==> src/core/hpc_cfg.svh <==
`ifndef HPC_CFG_SVH
`define HPC_CFG_SVH

// Register offsets, as printed
`define HPC_OFS_PIN_CFG      8'hA4
`define HPC_OFS_SETUP_ONE    8'hA6
`define HPC_PIN_CFG_RESET    32'h0000_0000

// Pin behaviour register fields
`define HPC_RATE_SRC_LSB     0
`define HPC_STOP_OVR_LSB     2
`define HPC_ANGLE_SEL_BIT    4
`define HPC_STOP_MODE_BIT    5

// Setup register fields
`define HPC_SUPPLY_LSB       0
`define HPC_TARGET_LSB       20
`define HPC_SENSE_LSB        28
`define HPC_SUPPLY_BAD       2'h3

`define HPC_ANGLE_W          16

`endif

==> src/core/hpc_pkg.sv <==
package hpc_pkg;
   `include "hpc_cfg.svh"

   typedef enum logic [1:0] {
      HPC_RATE_ANALOG,
      HPC_RATE_DUTY,
      HPC_RATE_REGISTER,
      HPC_RATE_FREQ
   } hpc_rate_t;

   typedef enum logic [1:0] {
      HPC_SUPPLY_15V,
      HPC_SUPPLY_30V,
      HPC_SUPPLY_60V,
      HPC_SUPPLY_UNDEF
   } hpc_supply_t;

   // Register access from the serial-bus engine
   typedef struct packed {
      logic        wr;
      logic        rd;
      logic [7:0]  addr;
      logic [31:0] wdata;
   } hpc_req_t;

   // Decoded stop state toward the motor control
   typedef struct packed {
      logic                    lowSide;
      logic                    align;
      logic [`HPC_ANGLE_W-1:0] angle;
   } hpc_stop_t;
endpackage

==> src/core/hpc_regs.sv <==
// Function
// - Stop mode bit: 0 low-side, 1 align
// - Align angle: held last angle or configured
// - Override: 0/3 pin, 1 force, 2 none
// - Rate source: analog, duty, register, frequency
// - Sense route: none, phase A, B, C
// - Supply scaling 15/30/60 V, code 3 unused
`timescale 1ns/100ps
`include "hpc_cfg.svh"
module hpc_regs (
   input  wire logic                    sys_clk,
   input  wire logic                    reset,
   input  wire hpc_pkg::hpc_req_t       req,
   output logic [31:0]                  rdData_r,
   output logic                         rdValid_r,
   input  wire logic [31:0]             nvSetup,
   input  wire logic                    stopPin,
   input  wire logic [`HPC_ANGLE_W-1:0] lastAngle,
   input  wire logic [`HPC_ANGLE_W-1:0] alignAngleCfg,
   output hpc_pkg::hpc_stop_t           stop_r,
   output hpc_pkg::hpc_rate_t           rateSrc_r,
   output logic [2:0]                   senseRoute_r,
   output hpc_pkg::hpc_supply_t         supplyScale_r,
   output logic [6:0]                   targetAddr_r,
   output logic                         nvLoaded_r
);
   import hpc_pkg::*;

   logic [31:0]             pinCfg_r;
   logic [31:0]             setup_r;
   logic                    pinS1_r;
   logic                    pinS2_r;
   logic                    pinS3_r;
   logic                    pinLvl_r;
   logic                    stopReq_nxt;
   logic                    stopReq_r;
   logic [`HPC_ANGLE_W-1:0] heldAngle_r;
   logic [1:0]              ovr;
   logic [1:0]              wrSupply;
   logic                    wrPin;
   logic                    wrSetup;

   assign wrPin   = req.wr && req.addr == `HPC_OFS_PIN_CFG;
   assign wrSetup = req.wr && req.addr == `HPC_OFS_SETUP_ONE;
   assign ovr     = pinCfg_r[`HPC_STOP_OVR_LSB +: 2];
   assign wrSupply = req.wdata[`HPC_SUPPLY_LSB +: 2];

   // All bits, reserved ones too, are stored so read-back is faithful
   always_ff @(posedge sys_clk or posedge reset) begin
      if (reset) begin
         pinCfg_r <= `HPC_PIN_CFG_RESET;
      end else if (wrPin) begin
         pinCfg_r <= req.wdata;
      end
   end

   // Nonvolatile image is taken on the first edge after release, so the
   // async reset itself only loads a constant
   always_ff @(posedge sys_clk or posedge reset) begin
      if (reset) begin
         setup_r    <= 32'h0000_0000;
         nvLoaded_r <= 1'b0;
      end else if (!nvLoaded_r) begin
         setup_r    <= nvSetup;
         nvLoaded_r <= 1'b1;
      end else if (wrSetup) begin
         setup_r <= req.wdata;
         // Undefined scaling code is refused: the old setting overrides
         // the written one, while the rest of the word still lands
         if (wrSupply == `HPC_SUPPLY_BAD) begin
            setup_r[`HPC_SUPPLY_LSB +: 2] <=
               setup_r[`HPC_SUPPLY_LSB +: 2];
         end
      end
   end

   always_ff @(posedge sys_clk or posedge reset) begin
      if (reset) begin
         rdData_r  <= 32'h0000_0000;
         rdValid_r <= 1'b0;
      end else begin
         rdValid_r <= req.rd;
         unique case (req.addr)
            `HPC_OFS_PIN_CFG:   rdData_r <= pinCfg_r;
            `HPC_OFS_SETUP_ONE: rdData_r <= setup_r;
            default:            rdData_r <= 32'h0000_0000;
         endcase
      end
   end

   // Three-stage synchroniser; a level counts once stages two and three agree
   always_ff @(posedge sys_clk or posedge reset) begin
      if (reset) begin
         pinS1_r  <= 1'b0;
         pinS2_r  <= 1'b0;
         pinS3_r  <= 1'b0;
         pinLvl_r <= 1'b0;
      end else begin
         pinS1_r <= stopPin;
         pinS2_r <= pinS1_r;
         pinS3_r <= pinS2_r;
         if (pinS2_r == pinS3_r) begin
            pinLvl_r <= pinS3_r;
         end
      end
   end

   always_comb begin
      unique case (ovr)
         2'h1:    stopReq_nxt = 1'b1;
         2'h2:    stopReq_nxt = 1'b0;
         default: stopReq_nxt = pinLvl_r;
      endcase
   end

   // Angle is frozen on the edge the stop begins
   always_ff @(posedge sys_clk or posedge reset) begin
      if (reset) begin
         stopReq_r   <= 1'b0;
         heldAngle_r <= '0;
      end else begin
         stopReq_r <= stopReq_nxt;
         if (stopReq_nxt && !stopReq_r) begin
            heldAngle_r <= lastAngle;
         end
      end
   end

   always_ff @(posedge sys_clk or posedge reset) begin
      if (reset) begin
         stop_r <= '0;
      end else begin
         stop_r.lowSide <= stopReq_r && !pinCfg_r[`HPC_STOP_MODE_BIT];
         stop_r.align   <= stopReq_r && pinCfg_r[`HPC_STOP_MODE_BIT];
         stop_r.angle   <= pinCfg_r[`HPC_ANGLE_SEL_BIT] ? alignAngleCfg
                                                       : heldAngle_r;
      end
   end

   always_ff @(posedge sys_clk or posedge reset) begin
      if (reset) begin
         rateSrc_r     <= HPC_RATE_ANALOG;
         senseRoute_r  <= 3'h0;
         supplyScale_r <= HPC_SUPPLY_15V;
         targetAddr_r  <= 7'h00;
      end else begin
         rateSrc_r <= hpc_rate_t'(pinCfg_r[`HPC_RATE_SRC_LSB +: 2]);
         unique case (setup_r[`HPC_SENSE_LSB +: 2])
            2'h0: senseRoute_r <= 3'h0;
            2'h1: senseRoute_r <= 3'h1;
            2'h2: senseRoute_r <= 3'h2;
            2'h3: senseRoute_r <= 3'h4;
         endcase
         supplyScale_r <= hpc_supply_t'(setup_r[`HPC_SUPPLY_LSB +: 2]);
         targetAddr_r  <= setup_r[`HPC_TARGET_LSB +: 7];
      end
   end
endmodule

==> config.mk <==
export PLATFORM = sky130hd
export DESIGN_NAME = hpc_regs
export DESIGN_NICKNAME = d
export VERILOG_FILES = /design/src/core/hpc_pkg.sv /design/src/core/hpc_regs.sv
export VERILOG_INCLUDE_DIRS = /design/src /design/src/core
export SDC_FILE = /design/constraint.sdc
export NUM_CORES = 1
export LEC_CHECK = 0
export ABC_AREA = 1
export BUFFER_PORTS_ARGS = -buffer_cell sky130_fd_sc_hd__buf_2
export CAP_MARGIN = 30
export CELL_PAD_IN_SITES_DETAIL_PLACEMENT = 0
export CELL_PAD_IN_SITES_GLOBAL_PLACEMENT = 2
export CORE_MARGIN = 1.5
export CORE_UTILIZATION = 31
export CTS_CLUSTER_DIAMETER = 30
export DETAILED_ROUTE_END_ITERATION = 6
export GPL_ROUTABILITY_DRIVEN = 0
export PLACE_DENSITY = 0.81
export SLEW_MARGIN = 30
export SYNTH_ARGS = -nofsm -noshare
export SYNTH_HDL_FRONTEND = slang
export SYNTH_SLANG_ARGS = --single-unit
==> constraint.sdc <==
create_clock -name sys_clk -period 5.9 [get_ports sys_clk]
set_input_delay 0.59 -clock sys_clk [delete_from_list [all_inputs] [get_ports sys_clk]]
set_output_delay 0.59 -clock sys_clk [all_outputs]
set_load 0.05 [all_outputs]
==> metrics, run 1 <==
Area growth syn-to-layout=28.1%; largest net degree at the start of global routing=78; Setup CP Type=primary input to register; Clock Sinks=151; worst path bufs/invs=4; routed vias/inst=4.44; Synthesis Warnings=0; sequential share of the synthesized area=63.7%; H-tree depth=4; crit share post-route=42.2%; Row Count=50; crit path max fanout=33; I/O Pins=175; critical path capture point type=register; CP Launch Type=primary input; outcome=completed; Sw Ratio=27.0%; initial antenna violation count=2; Die Span Y=141 µm; synthesis-stage register bit count=151; fillers=1887; setup TNS=0 ns; Final Hold Vio Count=0; post-synthesis compound-gate area fraction=7.85%; post-synthesis simple-gate area fraction=15.4%; Post-synth EDFFs=0; grt total ovfl=0; slowest stage cell, crit path=inv_2; ANT nets after route=0; global-route usage over all layers=15.0%; final setup vio count=0; TritonCTS clock tree=built; Static Leakage=0.00399 µW; TritonCTS Buffers=17; Max Slew Vio Count=0; Most used DFF post-synth=dfrtp_1; via count=4442; # port buffers=174; fmax=0.402 GHz; cell taking the most area after synthesis=dfrtp_1; CORE AREA=18700 µm²; MaxCap Viol Count=0; share of the synthesized area in the top cell type=63.7%; ordered cell list for the critical path=buf_2 -> inv_1 -> nand2_1 -> nor3_4 -> buf_4 -> nand3_2 -> inv_2 -> nand2_1 -> nand2_1; worst rel slew slack=39.2%; P_int=1970 µW; initial DRC count=206; Starting Density=31.7%; RSZ-0062 raised after global routing=false; clk_lat worst skew=0.42 ns; vias in the first global route=4536; first-pass GRT wire length=23000 µm; Final HPWL DP=9380 µm; Final min period=2.49 ns; Clock Path Buffers=2; # nets final=862; reg2reg setup slack=3.92 ns; max incr delay on CP=0.69 ns; Post-Syn Area=5930 µm²; Setup Skew=0.00460 ns; ys async rst share=100%; Crit path required time=6.25 ns; Syn Inst Count=588; Hold Path Class=primary input to async pin; switching power=728 µW; Chip Width=141 µm; Die ar.=20000 µm²; clk slew on worst S/H paths=0.06 ns; cell with the most instances after synthesis=nand2_1; detailed-route DRC error count=0; Post-CTS Hold Buffers=0; Worst Tran Pin Value=0.911 ns; Resized Gates After CTS=0; Post-synth top cells=nand2_1, dfrtp_1, o21ai_0; clk root buf=clkbuf_16; largest family of logic cells by synthesized area=simple AND/OR/NAND/NOR gates; post-synth cell types=21; syn nets=698; average wire per standard cell=14.4 µm; WHS=0.281 ns; post-synthesis mux area share=6.08%; Util after Layout=40.6%; PwrDens=355 nW/µm²; WL final=14400 µm; top cells by area, synth=dfrtp_1, nand2_1, mux2_2, o21ai_0, inv_1; Post-Synth Adder-Cell Area=0.380%; Crit path top cell by count=nand2_1; postcts setup bufs=0; Pre-antenna DRT Iters=4; share of layout cells above drive strength 1=32.8%; Clock power frac=42.7%; Worst path top cell family by delay=buffers and inverters; register share of total power=43.5%; Max rail drop VDD=0.193 mV; Synth Area in XOR/XNOR=0%; syn avg cell area=10.1 µm²; Comb pwr share=13.8%; crit path DAT=2.84 ns
final timing paths:
| kind | cells past startpoint | startpoint | end |
|---|---|---|---|
| min | 2 | reset | heldAngle_r[13]$_DFFE_PP0P_ |
| max | 9 | req[35] | pinCfg_r[16]$_DFFE_PP0P_ |
| min in group sys_clk | 1 | req[40] | rdValid_r$_DFF_PP0_ |
| max reg2reg | 2 | nvLoaded_r$_DFF_PP0_ | setup_r[25]$_DFFE_PP0P_ |
| min reg2reg | 0 | pinS1_r$_DFF_PP0_ | pinS2_r$_DFF_PP0_ |
| max in group asynchronous | 3 | reset | nvLoaded_r$_DFF_PP0_ |
cells in the final DEF (no fill, tap or decap), types with 2 or more instances in the layout:
cell and count:
buf_2 174, nand2_1 156, dfrtp_1 149, o21ai_0 67
inv_1 55, nand3_1 37, mux2_2 32, nor2_1 20
clkbuf_16 17, a21oi_1 16, o21ai_1 10, bufinv_16 4
clkinvlp_4 3, clkinv_2 3, nand3_2 2, nand2_2 2
clkbuf_8 2, clkinv_4 2, dfrtp_2 2, buf_4 2
power groups by stage:
stage	combinational (µW)	sequential, µW	clock (µW)
floorplan	135	1320	0
global placement	371	1190	0
detailed placement	377	1190	0
CTS	378	1170	1180
global route	410	1180	1230
finish	373	1170	1150
sequential cells by signal, summed over array words and instances (netlist names), 3 cells and up:
register / count
senseRoute_r: 3
setup_r: 32
stop_r: 18
pinCfg_r: 32
targetAddr_r: 7
rdData_r: 32
heldAngle_r: 16
cells by family (layout without fill, tap and decap cells):
logic type                 after synthesis  after routing
and+or+nand+nor                        220            220
DFF                                    151            151
AOI/OAI and AO/OA                       93             93
buffers and inverters                   89            266
muxes                                   32             32
adders and majority gates                2              2
other                                    1              2
per-stage QoR:
stage                     setup WS, ns  cells  power, µW  cell area, µm²
after global routing              3.09    999       2820            7590
final                             3.41   1000       2700            7590
after floorplan                   1.25    588       1450            5930
after detailed placement          2.89    967       1570            6950
after CTS                         3.34    999       2740            7580
after global placement            2.97    967       1560            6950
routing by layer:
| metal | routed length [µm] | vias to the layer above | GRT usage, % |
|---|---|---|---|
| li1 | - | 2191 | - |
| met1 | 6590 | 2092 | 19.4 |
| met2 | 6690 | 144 | 23.9 |
| met3 | 988 | 13 | 4.62 |
| met4 | 144 | 2 | 4.93 |
| met5 | 13 | - | 0 |
final cells by class:
type	count	area, µm²	area share, %
antenna	1	2.50	0.0330
inverter	57	219	2.88
clock inverter	12	175	2.31
clock buffer	20	457	6.01
timing repair buffer	177	897	11.8
sequential	151	3780	49.8
multi-input combinational	348	1770	23.3
tap	234	293	3.86
Power figures use the tool's default switching activity.
==> inputs of run 2 (changes only) <==
--- a/config.mk
+++ b/config.mk
@@ -6,7 +6,7 @@
 export SDC_FILE = /design/constraint.sdc
 export NUM_CORES = 1
 export LEC_CHECK = 0
-export ABC_AREA = 1
+export ABC_AREA = 0
 export BUFFER_PORTS_ARGS = -buffer_cell sky130_fd_sc_hd__buf_2
 export CAP_MARGIN = 30
 export CELL_PAD_IN_SITES_DETAIL_PLACEMENT = 0
@@ -16,7 +16,7 @@
 export CTS_CLUSTER_DIAMETER = 30
 export DETAILED_ROUTE_END_ITERATION = 6
 export GPL_ROUTABILITY_DRIVEN = 0
-export PLACE_DENSITY = 0.81
+export PLACE_DENSITY = 0.78
 export SLEW_MARGIN = 30
 export SYNTH_ARGS = -nofsm -noshare
 export SYNTH_HDL_FRONTEND = slang
==> constraint.sdc (replaced) <==
create_clock -name sys_clk -period 2 [get_ports sys_clk]
set_input_delay 0.2 -clock sys_clk [delete_from_list [all_inputs] [get_ports sys_clk]]
set_output_delay 0.2 -clock sys_clk [all_outputs]
set_load 0.05 [all_outputs]
==> run 2 against run 1 <==
Against the previous run:
- clock-buffer cell count unchanged
- utilization up 2.2 points
- final area up 6.8%
- total power rose to 3.0 times the previous value
- worst hold slack worse by 0.26 ns
- combinational power rose to 3.3 times the previous value
- register-to-register slack worse by 3.7 ns
- critical path type is now register to register
- critical endpoint is now heldAngle_r[9]$_DFFE_PP0P_
- largest cell class unchanged
==> metrics, run 2 <==
outcome=completed (unchanged); most frequent cells in the layout=buf_2, dfrtp_1, mux2_2 (was buf_2, nand2_1, dfrtp_1); Chip Width=143 µm (was 141 µm); ANT nets after route=0 (unchanged); Setup Skew=0.00841 ns (was 0.00460 ns); hold path depth=2; WL final=15900 µm (was 14400 µm); top cells by area, synth=dfrtp_1, mux2_4, mux2_2, a22o_1, o31ai_1 (was dfrtp_1, nand2_1, mux2_2, o21ai_0, inv_1); Setup CP Type=register to register (was primary input to register); share of the synthesized area in the top cell type=62.4% (was 63.7%); # port buffers=174 (unchanged); Max Slew Vio Count=0 (unchanged); Clock Sinks=151 (unchanged); Final Hold Vio Count=0 (unchanged); crit share post-route=89.3%; clk slew on worst S/H paths=0.06 ns (about the same); Post-synth EDFFs=0 (unchanged); critical path capture point type=register (unchanged); fmax=0.560 GHz; Die ar.=20400 µm² (was 20000 µm²); Clock Path Buffers=2 (unchanged); CORE AREA=19000 µm² (was 18700 µm²); total power=7960 µW (was 2700 µW); cell with the most instances after synthesis=dfrtp_1 (was nand2_1); syn nets=553 (was 698); ys async rst share=100% (unchanged); sequential share of the synthesized area=62.4% (was 63.7%); grt total ovfl=0 (unchanged); # nets final=738 (was 862); final setup vio count=0 (unchanged); Static Leakage=0.00389 µW (was 0.00399 µW); detailed-route DRC error count=0 (unchanged); crit path max fanout=16 (was 33); I/O Pins=175 (unchanged); via count=4420 (was 4442); TritonCTS clock tree=built (unchanged); clk_lat worst skew=0.41 ns (was 0.42 ns); worst rel slew slack=51.9% (was 39.2%); synthesis-stage register bit count=151 (unchanged); largest net degree at the start of global routing=50 (was 78); reg2reg setup slack=0.21 ns (was 3.92 ns); share of layout cells above drive strength 1=46.3% (was 32.8%); Final min period=1.79 ns; hold_sp=lastAngle[7]; PwrDens=982 nW/µm² (was 355 nW/µm²); CP Launch Point=pinCfg_r[2]$_DFFE_PP0P_ (was req[35]); Area growth syn-to-layout=33.9% (was 28.1%); vias in the first global route=4642 (was 4536); Util after Layout=42.8% (was 40.6%); syn avg cell area=13.7 µm² (was 10.1 µm²); TritonCTS Buffers=17 (unchanged); Max rail drop VDD=0.484 mV (was 0.193 mV); Ant. Diodes=0 (was 1); Post-Syn Area=6060 µm² (was 5930 µm²); CP Launch Type=register (was primary input); global-route usage over all layers=16.3% (was 15.0%); Post-synth top cells=dfrtp_1, clkbuf_1, mux2_2 (was nand2_1, dfrtp_1, o21ai_0); initial antenna violation count=0 (was 2); cell taking the most area after synthesis=dfrtp_1 (unchanged); Most used DFF post-synth=dfrtp_1 (unchanged); clk root buf=clkbuf_16 (unchanged); routed vias/inst=4.91 (was 4.44); Resized Gates After CTS=0 (unchanged); Final HPWL DP=10500 µm (was 9380 µm); H-tree depth=4 (unchanged); reg-to-reg endpoint=heldAngle_r[9]$_DFFE_PP0P_ (was setup_r[25]$_DFFE_PP0P_); Worst R2R Start=pinCfg_r[2]$_DFFE_PP0P_ (was nvLoaded_r$_DFF_PP0_); biggest regs=pinCfg_r (32), rdData_r (32), setup_r (32) (unchanged); WHS=0.0239 ns (was 0.281 ns); hold endpoint=heldAngle_r[7]$_DFFE_PP0P_; Syn Inst Count=443 (was 588); RSZ-0062 raised after global routing=false (unchanged); first-pass GRT wire length=25200 µm (was 23000 µm); Worst Tran Pin Value=0.721 ns (was 0.911 ns); Starting Density=32.0% (was 31.7%); crit path DAT=2.08 ns (was 2.84 ns); Synthesis Warnings=0 (unchanged); Row Count=50 (unchanged); initial DRC count=267 (was 206); Die Span Y=143 µm (was 141 µm); post-synth cell types=31 (was 21); Hold Path Class=primary input to register (was primary input to async pin); commonest non-fill, non-tap cell in the layout=buf_2 (unchanged); Crit path required time=2.29 ns (was 6.25 ns); FF-to-FF path depth=5 (was 2); Pre-antenna DRT Iters=4 (unchanged); MaxCap Viol Count=0 (unchanged); average wire per standard cell=17.6 µm (was 14.4 µm)
## run 2: cell types whose count changed after synthesis, moves of 5 or more
cell,delta
nand2_1,-158
a31oi_1,+30
clkbuf_1,+18
o21ai_1,-10
mux2_4,+30
nand4_1,+30
nor2b_1,+5
o31ai_1,+30
nand3_1,-37
inv_1,-50
a21oi_1,-16
o21ai_0,-67
nor2_1,+10
a22o_1,+32
## run 2: layout make-up
cell class                 instances  area, µm²
multi-input combinational        242       2080
clock inverter                    12        144
tap                              260        325
fill                            1799      10800
clock buffer                      20        467
sequential                       151       3780
inverter                           6       26.3
timing repair buffer             210       1290
## run 2: cell families after synthesis
group,count (synthesis),share of synthesized area [%]
AOI/OAI and AO/OA,98,12.2
adders and majority gates,2,0.372
buffers and inverters,50,4.03
DFF,151,62.4
muxes,65,13.9
other,1,0.0619
and+or+nand+nor,76,6.98
## run 2: metal layers
metal,GRT usage (%),up-vias,wire (µm),part of all wire (%)
met5,0,-,0,0
met4,5.43,0,168,1.1
met3,4.19,10,1130,7.1
met2,25.7,188,7560,48
met1,21.9,2205,7010,44
li1,-,2017,-,-
## run 2: timing repair
action                                 in CTS  in global routing
endpoints found under the hold margin      35                  0
buffers inserted                            0                  0
hold buffers                               19                  0
## run 2: critical path: stages (launching register included)
cell and delay [ns]:
dfrtp_1 0.39, ha_1 0.30, mux2_2 0.23, nor2b_1 0.21, buf_12 0.18, mux2_2 0.34
## run 2: worst max path at each step
stage,endpoint,depth (start not counted)
after floorplan,heldAngle_r[0]$_DFFE_PP0P_,1
after global placement,heldAngle_r[1]$_DFFE_PP0P_,5
after detailed placement,heldAngle_r[9]$_DFFE_PP0P_,5
after CTS,heldAngle_r[9]$_DFFE_PP0P_,5
after global routing,heldAngle_r[1]$_DFFE_PP0P_,6
final,heldAngle_r[9]$_DFFE_PP0P_,5
## run 2: stage by stage
| step | setup WS (ns) | cells | instance area (µm²) | setup TNS (ns) |
|---|---|---|---|---|
| 6_report | 0.213 | 901 | 8110 | 0 |
| 5_1_grt | 0.144 | 901 | 8110 | 0 |
| 4_1_cts | 0.205 | 901 | 8110 | 0 |
| 3_5_place_dp | 0.225 | 850 | 7310 | 0 |
| 3_3_place_gp | 0.242 | 850 | 7310 | 0 |
| 2_1_floorplan | -0.103 | 443 | 6060 | -15.55 |
## run 2: where the power goes
| group | leakage, µW | switching [µW] | total (µW) | internal [µW] |
|---|---|---|---|---|
| registers | 0.00190 | 139 | 3490 | 3350 |
| logic | 0.00170 | 780 | 1240 | 459 |
| clock network | 0.000289 | 1280 | 3240 | 1950 |
